===== src/ladder_pkg.sv =====
// Shared constants and types for the ladder bit logic engine
`default_nettype none
package ladder_pkg;
    localparam int ADDR_W      = 12;
    localparam int BIT_ADDR_W  = 12;
    localparam int OPC_W       = 4;
    localparam int STACK_DEPTH = 7;
    localparam int STACK_PTR_W = 3;
    localparam logic [ADDR_W-1:0] PROG_START = 12'h000;
    localparam logic [ADDR_W-1:0] PROG_LAST  = 12'hFFF;

    typedef enum logic [OPC_W-1:0] {
        OP_NOP       = 4'h0,
        OP_LOAD      = 4'h1,
        OP_LOAD_INV  = 4'h2,
        OP_AND       = 4'h3,
        OP_AND_INV   = 4'h4,
        OP_OR        = 4'h5,
        OP_OR_INV    = 4'h6,
        OP_OUT       = 4'h7,
        OP_OUT_INV   = 4'h8,
        OP_BLK_AND   = 4'h9,
        OP_BLK_OR    = 4'hA,
        OP_END       = 4'hF
    } opcode_e;

    typedef enum logic [2:0] {
        ST_SEARCH = 3'b001,
        ST_RUN    = 3'b010,
        ST_IDLE   = 3'b100
    } scan_state_e;
endpackage : ladder_pkg
`default_nettype wire


===== src/condition_stack.sv =====
// LIFO buffer of unused execution conditions
`timescale 1ns/1ps
`default_nettype none
module condition_stack (
    input  wire logic clk,
    input  wire logic rst_n,
    input  wire logic clear,
    input  wire logic push,
    input  wire logic pop,
    input  wire logic push_bit,
    output logic      top_bit,
    output logic      empty,
    output logic      full
);
    localparam int D = ladder_pkg::STACK_DEPTH;
    logic [D-1:0]                        mem_r;
    logic [D-1:0]                        mem_nxt;
    logic [ladder_pkg::STACK_PTR_W:0]    cnt_r;
    logic [ladder_pkg::STACK_PTR_W:0]    cnt_nxt;

    assign empty   = (cnt_r == '0);
    assign full    = (cnt_r == (ladder_pkg::STACK_PTR_W + 1)'(D));
    assign top_bit = mem_r[0];

    // Shift register stack, newest at index 0
    always_comb begin
        mem_nxt = mem_r;
        cnt_nxt = cnt_r;
        if (clear) begin
            mem_nxt = '0;
            cnt_nxt = '0;
        end else if (push && !full) begin
            mem_nxt = {mem_r[D-2:0], push_bit};
            cnt_nxt = cnt_r + 1'b1;
        end else if (pop && !empty) begin
            mem_nxt = {1'b0, mem_r[D-1:1]};
            cnt_nxt = cnt_r - 1'b1;
        end
    end

    always_ff @(posedge clk or negedge rst_n) begin
        if (!rst_n) begin
            mem_r <= '0;
            cnt_r <= '0;
        end else begin
            mem_r <= mem_nxt;
            cnt_r <= cnt_nxt;
        end
    end
endmodule : condition_stack
`default_nettype wire


===== src/ladder_bit_logic_engine.sv =====
// Bit logic execution core running a cyclic ladder scan
// How it works
// - Each scan runs instructions in order to first terminator, then restarts.
// - Instructions after the first terminator are never executed.
// - A program with no terminator executes nothing at all.
// - Terminator takes no operand and ignores the execution condition.
// - A mid-line load pushes the current condition, then restarts from operand.
// - Only loads after a line's first condition create unused conditions.
// - Block conjunction pops newest unused condition and ANDs it in.
// - Block disjunction pops newest unused condition and ORs it in.
// - Block combines have no operands; they use determined conditions only.
// - Buffer holds conditions for up to seven deferred blocks.
// - Combining right after each block allows unlimited blocks.
// - Deferred combines apply last-in-first-out, newest pair first.
// - Inverted OR ORs the condition with the operand's complement.
// - Load sets condition to operand; inverted load to its complement.
// - AND step ANDs operand; inverted AND uses its complement.
// - OR step ORs the operand bit into the condition.
// - Output drives operand bit to condition; inverted output to complement.
`timescale 1ns/1ps
`default_nettype none
module ladder_bit_logic_engine (
    input  wire logic                              clk,
    input  wire logic                              rst_n,
    output logic [ladder_pkg::ADDR_W-1:0]          prog_addr,
    input  wire logic [ladder_pkg::OPC_W-1:0]      prog_opcode,
    input  wire logic [ladder_pkg::BIT_ADDR_W-1:0] prog_operand,
    output logic [ladder_pkg::BIT_ADDR_W-1:0]      bit_rd_addr,
    input  wire logic                              bit_rd_data,
    output logic                                   bit_wr_en,
    output logic [ladder_pkg::BIT_ADDR_W-1:0]      bit_wr_addr,
    output logic                                   bit_wr_data,
    output logic                                   scan_done,
    output logic                                   running,
    output logic                                   stack_underflow,
    output logic                                   stack_overflow,
    output logic                                   exec_cond
);
    ladder_pkg::scan_state_e                state_r;
    ladder_pkg::scan_state_e                state_nxt;
    logic [ladder_pkg::ADDR_W-1:0]          pc_r;
    logic [ladder_pkg::ADDR_W-1:0]          pc_nxt;
    logic                                   cond_r;
    logic                                   cond_nxt;
    logic                                   line_open_r;
    logic                                   line_open_nxt;
    logic                                   wr_en_r;
    logic                                   wr_en_nxt;
    logic [ladder_pkg::BIT_ADDR_W-1:0]      wr_addr_r;
    logic [ladder_pkg::BIT_ADDR_W-1:0]      wr_addr_nxt;
    logic                                   wr_data_r;
    logic                                   wr_data_nxt;
    logic                                   done_r;
    logic                                   done_nxt;
    logic                                   under_r;
    logic                                   under_nxt;
    logic                                   over_r;
    logic                                   over_nxt;
    logic                                   running_r;
    logic                                   running_nxt;
    logic                                   stk_clear;
    logic                                   stk_push;
    logic                                   stk_pop;
    logic                                   stk_top;
    logic                                   stk_empty;
    logic                                   stk_full;
    ladder_pkg::opcode_e                    op;

    // Operand status, optionally inverted
    function automatic logic operand_val(input logic v, input logic inv);
        operand_val = inv ? ~v : v;
    endfunction : operand_val

    assign op              = ladder_pkg::opcode_e'(prog_opcode);
    assign prog_addr       = pc_r;
    assign bit_rd_addr     = prog_operand;
    assign bit_wr_en       = wr_en_r;
    assign bit_wr_addr     = wr_addr_r;
    assign bit_wr_data     = wr_data_r;
    assign scan_done       = done_r;
    assign running         = running_r;
    assign stack_underflow = under_r;
    assign stack_overflow  = over_r;
    assign exec_cond       = cond_r;

    condition_stack u_stack (
        .clk      (clk),
        .rst_n    (rst_n),
        .clear    (stk_clear),
        .push     (stk_push),
        .pop      (stk_pop),
        .push_bit (cond_r),
        .top_bit  (stk_top),
        .empty    (stk_empty),
        .full     (stk_full)
    );

    always_comb begin
        state_nxt     = state_r;
        pc_nxt        = pc_r;
        cond_nxt      = cond_r;
        line_open_nxt = line_open_r;
        wr_en_nxt     = 1'b0;
        wr_addr_nxt   = wr_addr_r;
        wr_data_nxt   = wr_data_r;
        done_nxt      = 1'b0;
        under_nxt     = under_r;
        over_nxt      = over_r;
        stk_clear     = 1'b0;
        stk_push      = 1'b0;
        stk_pop       = 1'b0;
        case (state_r)
            // Look for a terminator before running anything
            ladder_pkg::ST_SEARCH: begin
                if (op == ladder_pkg::OP_END) begin
                    state_nxt = ladder_pkg::ST_RUN;
                    pc_nxt    = ladder_pkg::PROG_START;
                    stk_clear = 1'b1;
                end else if (pc_r == ladder_pkg::PROG_LAST) begin
                    state_nxt = ladder_pkg::ST_IDLE;
                end else begin
                    pc_nxt = pc_r + 1'b1;
                end
            end
            // One instruction per cycle
            ladder_pkg::ST_RUN: begin
                pc_nxt = pc_r + 1'b1;
                case (op)
                    ladder_pkg::OP_LOAD, ladder_pkg::OP_LOAD_INV: begin
                        if (line_open_r) begin
                            stk_push = 1'b1;
                            if (stk_full) begin
                                over_nxt = 1'b1;
                            end
                        end
                        cond_nxt = operand_val(bit_rd_data,
                            op == ladder_pkg::OP_LOAD_INV);
                        line_open_nxt = 1'b1;
                    end
                    ladder_pkg::OP_AND, ladder_pkg::OP_AND_INV: begin
                        cond_nxt = cond_r & operand_val(bit_rd_data,
                            op == ladder_pkg::OP_AND_INV);
                    end
                    ladder_pkg::OP_OR: begin
                        cond_nxt = cond_r | bit_rd_data;
                    end
                    ladder_pkg::OP_OR_INV: begin
                        cond_nxt = cond_r | ~bit_rd_data;
                    end
                    ladder_pkg::OP_BLK_AND, ladder_pkg::OP_BLK_OR: begin
                        // Operand field unused here
                        if (stk_empty) begin
                            under_nxt = 1'b1;
                        end else begin
                            stk_pop = 1'b1;
                            cond_nxt = (op == ladder_pkg::OP_BLK_AND)
                                ? (stk_top & cond_r)
                                : (stk_top | cond_r);
                        end
                    end
                    ladder_pkg::OP_OUT, ladder_pkg::OP_OUT_INV: begin
                        wr_en_nxt     = 1'b1;
                        wr_addr_nxt   = prog_operand;
                        wr_data_nxt   = operand_val(cond_r,
                            op == ladder_pkg::OP_OUT_INV);
                        line_open_nxt = 1'b0;
                    end
                    ladder_pkg::OP_END: begin
                        pc_nxt        = ladder_pkg::PROG_START;
                        done_nxt      = 1'b1;
                        line_open_nxt = 1'b0;
                        stk_clear     = 1'b1;
                        state_nxt     = ladder_pkg::ST_SEARCH;
                    end
                    default: begin
                    end
                endcase
            end
            ladder_pkg::ST_IDLE: begin
                state_nxt = ladder_pkg::ST_IDLE;
            end
            default: begin
                state_nxt = ladder_pkg::ST_SEARCH;
                pc_nxt    = ladder_pkg::PROG_START;
            end
        endcase
        running_nxt = (state_nxt == ladder_pkg::ST_RUN);
    end

    always_ff @(posedge clk or negedge rst_n) begin
        if (!rst_n) begin
            state_r     <= ladder_pkg::ST_SEARCH;
            pc_r        <= ladder_pkg::PROG_START;
            cond_r      <= 1'b0;
            line_open_r <= 1'b0;
            wr_en_r     <= 1'b0;
            wr_addr_r   <= '0;
            wr_data_r   <= 1'b0;
            done_r      <= 1'b0;
            under_r     <= 1'b0;
            over_r      <= 1'b0;
            running_r   <= 1'b0;
        end else begin
            state_r     <= state_nxt;
            pc_r        <= pc_nxt;
            cond_r      <= cond_nxt;
            line_open_r <= line_open_nxt;
            wr_en_r     <= wr_en_nxt;
            wr_addr_r   <= wr_addr_nxt;
            wr_data_r   <= wr_data_nxt;
            done_r      <= done_nxt;
            under_r     <= under_nxt;
            over_r      <= over_nxt;
            running_r   <= running_nxt;
        end
    end
endmodule : ladder_bit_logic_engine
`default_nettype wire


===== config.mk =====
export PLATFORM = sky130hd
export DESIGN_NAME = ladder_bit_logic_engine
export DESIGN_NICKNAME = d
export VERILOG_FILES = /design/src/ladder_pkg.sv /design/src/condition_stack.sv /design/src/ladder_bit_logic_engine.sv
export SDC_FILE = /design/constraint.sdc
export NUM_CORES = 1
export LEC_CHECK = 0
export BUFFER_PORTS_ARGS = -buffer_cell sky130_fd_sc_hd__buf_2
export CAP_MARGIN = 20
export CORE_MARGIN = 10
export CORE_UTILIZATION = 49
export DETAILED_ROUTE_END_ITERATION = 10
export PLACE_DENSITY = 0.78
export SETUP_SLACK_MARGIN = 0.1
export SLEW_MARGIN = 10
export SYNTH_ARGS = -nofsm -noshare
export SYNTH_HDL_FRONTEND = slang
export SYNTH_HIERARCHICAL = 1
export SYNTH_SLANG_ARGS = --single-unit

===== constraint.sdc =====
create_clock -name clk -period 2.9 [get_ports clk]
set_input_delay 0.145 -clock clk [delete_from_list [all_inputs] [get_ports clk]]
set_output_delay 0.145 -clock clk [all_outputs]
set_load 0.1 [all_outputs]

==> flow_summary.json, run 1 <==
{
  "dp.cells": 367,
  "wl_met2_um": 2595,
  "yosysWarningCount": 6,
  "grt_usage": 0.1354,
  "slowest_delay_ns": 0.50,
  "drv_cap": 0,
  "numCtsBuffers": 5,
  "core-area_sq_mm": 0.005172,
  "async_flop_share": 1.000,
  "ant_nets": 0,
  "wl_met3_um": 561,
  "fmax_ghz": 0.3730,
  "viasPerCell": 5.662,
  "layout-drive-gt1-share": 0.3560,
  "final_cell_area_sq_mm": 0.003107,
  "crit_type": "register to register",
  "initial_core_util": 0.5135,
  "path_max_fanout": 10,
  "required_ns": 3.12,
  "rsz0062_at_grt": "no",
  "clock_sinks": 46,
  "synth_cell_types": 61,
  "grt_pass1_vias": 2083,
  "finalSetupViolations": 0,
  "avgSynthCellArea_sq_um": 10.34,
  "slowest_stage": "or4b_4",
  "postPlaceCellArea_sq_mm": 0.002918,
  "finalCriticalPeriod_ns": 2.681,
  "synthCells": 257,
  "crit_arrival_ns": 2.90,
  "dp_slack_ns": 0.1923,
  "fin_skew_ns": 0.007363,
  "floorplan.rows": 26,
  "area_growth_syn_to_layout_pct": 16.96,
  "grt_pass1_wl_um": 9956,
  "worstSetupStartpointType": "register",
  "ir_drop_uv": 649.5,
  "wire_per_inst_um": 15.60,
  "die_y_um": 93.63,
  "htree_levels": 2,
  "gp_congestion": 0.8276,
  "drc_errors": 0,
  "io_pins": 62,
  "period_share": 0.9245,
  "finalHoldViolCount": 0,
  "wl_met1_um": 2715,
  "hp-class": "input pin to register",
  "leakage_nw": 1.519,
  "syn_area_sq_mm": 0.002656,
  "synth.top_cell.area_share": 0.4239,
  "dieArea_sq_mm": 0.008766,
  "instances_no_fill": 379,
  "synth_area_leaders": "dfrtp_1, nand2_1, buf_4",
  "overflow": 0,
  "fin_setup_tns_ns": 0,
  "nFillCells": 438,
  "grt_max_degree": 47,
  "dr.pass1.iters": 4,
  "die_x_um": 93.63,
  "dp_hpwl_um": 4170,
  "hold_slack_ns": 0.08880,
  "clock_latency_ns": 0.30,
  "diodes": 0,
  "cellPowerDensity_mw_per_mm2": 664.2,
  "seqCellArea_sq_mm": 0.001152,
  "clkTransAtPathRegs_ns": 0.09,
  "yosysSeqAreaShare": 0.4338,
  "synth_edf_count": 0,
  "final_nets": 330,
  "cts_tree": "done",
  "maxSlewHeadroom": 0.5788,
  "drt_wl_total_um": 5912,
  "io_buffers": 61,
  "slew_viol_final": 0,
  "status": "finished clean",
  "finalWorstSetupSlack_ns": 0.2189,
  "cts.root.buffer_cell": "clkbuf_8",
  "routed.top_layer": "met4",
  "rrSetupSlack_ns": 0.22,
  "drt_iter0_markers": 134,
  "syn_nets": 279,
  "multi_input_area_sq_mm": 0.001344,
  "ys.flop_type": "dfrtp_1",
  "ys_ff_latch": 46,
  "synth_top_area_cell": "dfrtp_1",
  "antenna_found_initial": 0,
  "crit_chain": "or3b_4 > nor2_2 > and3_4 > o21ai_4 > ha_4 > or2_2 > o221ai_1 > or4b_4 > a31oi_4",
  "clk_path_buf_depth": 2,
  "vias": 2146,
  "worst_slew_pin_slew_ns": 0.6304,
  "cp-end-kind": "register"
}
-- layer usage --
layer  global-route usage  up-vias
met5                    0        -
met4              0.04557        0
met3              0.04556        4
met2               0.2175       79
met1               0.1663     1011
li1                     -     1052
-- through the flow --
stage	util	power (mW)
final	0.6006	2.064
after global routing	0.6006	2.181
after CTS	0.5851	2.063
after detailed placement	0.5641	1.590
after global placement	0.5641	1.576
after floorplan	-	1.470
-- worst max-delay path: cells and delay by family, from the launching register on --
family,cells,cell delay (ns)
and+or+nand+nor,5,1.53
AOI/OAI and AO/OA,3,0.42
adders and majority gates,1,0.26
DFF,1,0.40
-- logic make-up (layout without fill, tap and decap cells) --
kind of cell / count (synthesis) / in the layout / synth area share
buffers and inverters: 33 / 85 / 0.08101
AND/OR/NAND/NOR: 97 / 97 / 0.2101
multiplexers: 16 / 16 / 0.07631
adder cells (fa/ha/maj): 3 / 3 / 0.01413
flip-flops: 46 / 46 / 0.4338
XOR/XNOR: 4 / 4 / 0.01319
AO/OA/AOI/OAI: 58 / 58 / 0.1715
-- sequential cells by signal, indices dropped and copies added, names as in the netlist --
name             count
state_r              3
running              1
stack_overflow       1
bit_wr_addr         12
exec_cond            1
scan_done            1
u_stack/mem_r        7
u_stack/cnt_r        4
stack_underflow      1
bit_wr_data          1
bit_wr_en            1
line_open_r          1
prog_addr           12
-- cell usage after synthesis (all sizes together) (2+ instances only) --
master and instances:
nand2b 5, a211o 6, and4 3, o211a 2, o221ai 8, or3 2, nand3 6, or4b 2
a31oi 4, nand2 29, o31ai 3, buf 21, a21oi 6, clkbuf 5, nor2 10, nand4 4
nor4 8, a21o 4, a221oi 2, or3b 2, inv 7, and3 6, o22a 3, mux2i 3
o21ai 11, xnor2 4, and2 2, dfrtp 45, nor3 7, nor2b 3, mux2 13, ha 3
nor3b 3
-- cells in the final DEF (no fill, tap or decap), types with 4 or more instances in the layout --
master    synthesis  routed
dfrtp_1          45      45
inv_1             7       7
nand2_1          29      29
mux2_4            7       7
nand2b_1          5       5
a211o_1           6       6
nor4_1            7       6
xnor2_1           4       4
nor3_1            7       7
a21o_1            4       4
o221ai_1          8       8
and3_1            6       5
nand3_1           6       6
buf_4            14       7
clkbuf_8          0       5
buf_2             3      61
nand4_1           4       4
nor2_1            9       8
o21ai_0          10      10
mux2_2            6       6
a21oi_1           5       5
-- path summary, 6_finish.rpt --
kind,start,to,cells after the start
worst max-delay path,state_r[0],u_stack/cnt_r[3],9
worst min-delay path,prog_operand[4],bit_wr_addr[4],2
worst max register to register,state_r[0],u_stack/cnt_r[3],9
worst min register to register,stack_overflow,stack_overflow,1
max in group asynchronous,rst_n,state_r[0],3
min in group asynchronous,rst_n,bit_wr_addr[6],2
-- timing repair --
item	in CTS	in global routing
buffers inserted	0	2
endpoints found under the hold margin	0	16
hold buffers	0	1
setup endpoints to repair	0	1
gates resized for setup	0	6
-- layout make-up --
| cell class | instances | share of cell area |
|---|---|---|
| multi-input combinational | 178 | 0.4325 |
| timing repair buffer | 70 | 0.1248 |
| inverter | 7 | 0.008458 |
| tap | 70 | 0.02819 |
| clock inverter | 3 | 0.01289 |
| clock buffer | 5 | 0.02215 |
| sequential | 46 | 0.3709 |
-- report_power, final --
part | switching (mW) | internal, mW
Combinational | 0.551 | 0.221
Sequential | 0.122 | 0.703
Clock | 0.213 | 0.254
Total | 0.886 | 1.18
(Power assumes the default switching activity.)
==> inputs of run 2 (changes only) <==
--- a/config.mk
+++ b/config.mk
@@ -8,9 +8,10 @@
 export BUFFER_PORTS_ARGS = -buffer_cell sky130_fd_sc_hd__buf_2
 export CAP_MARGIN = 20
 export CORE_MARGIN = 10
-export CORE_UTILIZATION = 49
+export CORE_UTILIZATION = 50
+export CTS_BUF_LIST = sky130_fd_sc_hd__clkbuf_2
 export DETAILED_ROUTE_END_ITERATION = 10
-export PLACE_DENSITY = 0.78
+export PLACE_DENSITY = 0.79
 export SETUP_SLACK_MARGIN = 0.1
 export SLEW_MARGIN = 10
 export SYNTH_ARGS = -nofsm -noshare
==> run 2 against run 1 <==
Final cell count rose by 4.7%. Clock power fell by 23%. Critical path type unchanged. Highest routed layer unchanged. Worst hold slack got worse by 0.029 ns. Die area shrank 1.6%.
==> flow_summary.json, run 2 (same netlist as run 1, synthesis figures left out) <==
{
  "wire_per_inst_um": 15.65,
  "gp_congestion": 0.8852,
  "final_cell_mix": "buf_2, dfrtp_1, nand2_1, dlygate4sd3_1, buf_4",
  "clock_sinks": 46,
  "finalHoldViolCount": 0,
  "path_max_fanout": 7,
  "initial_core_util": 0.5168,
  "multi_input_area_sq_mm": 0.001330,
  "fin_setup_tns_ns": 0,
  "drc_errors": 0,
  "finalCriticalPeriod_ns": 2.707,
  "worst_slew_pin_slew_ns": 0.6732,
  "die_x_um": 92.89,
  "hold_slack_ns": 0.06029,
  "ir_drop_uv": 618.4,
  "core-area_sq_mm": 0.005140,
  "cts.root.buffer_cell": "clkbuf_2",
  "dr.pass1.iters": 4,
  "worstSetupStartpointType": "register",
  "cp-end-kind": "register",
  "floorplan.rows": 26,
  "diodes": 0,
  "status": "finished clean",
  "slew_viol_final": 0,
  "period_share": 0.9334,
  "maxSlewHeadroom": 0.5502,
  "cts_tree": "done",
  "dp.cells": 366,
  "area_growth_syn_to_layout_pct": 21.29,
  "drv_cap": 0,
  "grt_pass1_vias": 2154,
  "clkTransAtPathRegs_ns": 0.25,
  "leakage_nw": 1.575,
  "required_ns": 3.25,
  "drt_wl_total_um": 6214,
  "fmax_ghz": 0.3694,
  "instances_no_fill": 397,
  "dp_hpwl_um": 4182,
  "numCtsBuffers": 5,
  "layout-drive-gt1-share": 0.3486,
  "crit_type": "register to register",
  "dieArea_sq_mm": 0.008628,
  "clk_path_buf_depth": 2,
  "drt_iter0_markers": 187,
  "fin_skew_ns": 0.02930,
  "grt_pass1_wl_um": 10600,
  "nFillCells": 445,
  "ant_nets": 0,
  "antenna_found_initial": 0,
  "io_buffers": 61,
  "seqCellArea_sq_mm": 0.001154,
  "io_pins": 62,
  "grt_max_degree": 47,
  "finalSetupViolations": 0,
  "viasPerCell": 5.637,
  "final_common_cell": "buf_2",
  "rsz0062_at_grt": "no",
  "final_nets": 348,
  "vias": 2238,
  "cellPowerDensity_mw_per_mm2": 611.7,
  "crit_arrival_ns": 3.05,
  "hp-class": "input pin to register",
  "die_y_um": 92.89,
  "htree_levels": 2,
  "clock_latency_ns": 0.43,
  "grt_usage": 0.1455,
  "overflow": 0
}
## run 2: cell count changes in the layout (fill, tap and decap cells not counted), moves of 5 or more
cell           previous run  this run
clkbuf_2                  0         5
buf_4                     7        12
dlygate4sd3_1             1        14
clkbuf_8                  5         0
## run 2: path summary, 6_finish.rpt
kind	from	to	slack, ns	cells after the start
min in group asynchronous	rst_n	bit_wr_addr[6]	0.15	2
hold / removal	prog_opcode[2]	line_open_r	0.06	2
setup / recovery	state_r[1]	u_stack/cnt_r[3]	0.19	9
max in group asynchronous	rst_n	state_r[0]	2.20	3
hold reg to reg	stack_underflow	stack_underflow	0.49	1
setup reg to reg	state_r[1]	u_stack/cnt_r[3]	0.19	9
## run 2: layout make-up
type,instances,area share
multi-input cells,178,0.4128
flip-flops and latches,46,0.3581
repair buffers,88,0.1724
well taps,70,0.02718
clock inverters,3,0.01359
inverters,7,0.008155
clock buffers,5,0.007767
## run 2: stage by stage
step / setup WS [ns] / power, mW / area, sq um / utilization
detailed placement: 0.1788 / 1.596 / 2910 / 0.5662
global route: 0.09005 / 2.085 / 3222 / 0.6268
global placement: 0.2586 / 1.583 / 2910 / 0.5662
finish: 0.1931 / 1.971 / 3222 / 0.6268
CTS: 0.1221 / 1.972 / 3119 / 0.6069
floorplan: 0.1080 / 1.470 / 2680 / -
## run 2: metal layers
metal	wire (um)	vias to the layer above	track usage
met5	0	-	0
met1	2841	1068	0.1883
met3	459	9	0.04600
met4	82	0	0.05013
li1	-	1086	-
met2	2831	75	0.2231
## run 2: what timing repair did
action                                  CTS  global route
setup buffers                             0             8
resized for setup                         0             6
endpoints found under the setup margin    0             1
hold buffers                             14             0
endpoints found under the hold margin    58             0
## run 2: worst max-delay path, stage by stage, from the launching register on
cell and delay [ns]:
dfrtp_1 0.45, or3b_4 0.41, nor2_4 0.11, and3_4 0.20
o21ai_4 0.10, ha_4 0.25, or2_2 0.30, o221ai_1 0.16
or4b_1 0.45, a31oi_1 0.18
## run 2: where the power goes
| part | switching [mW] | total [mW] | internal [mW] |
|---|---|---|---|
| clock | 0.211 | 0.359 | 0.148 |
| sequential | 0.125 | 0.829 | 0.704 |
| combinational | 0.553 | 0.783 | 0.230 |
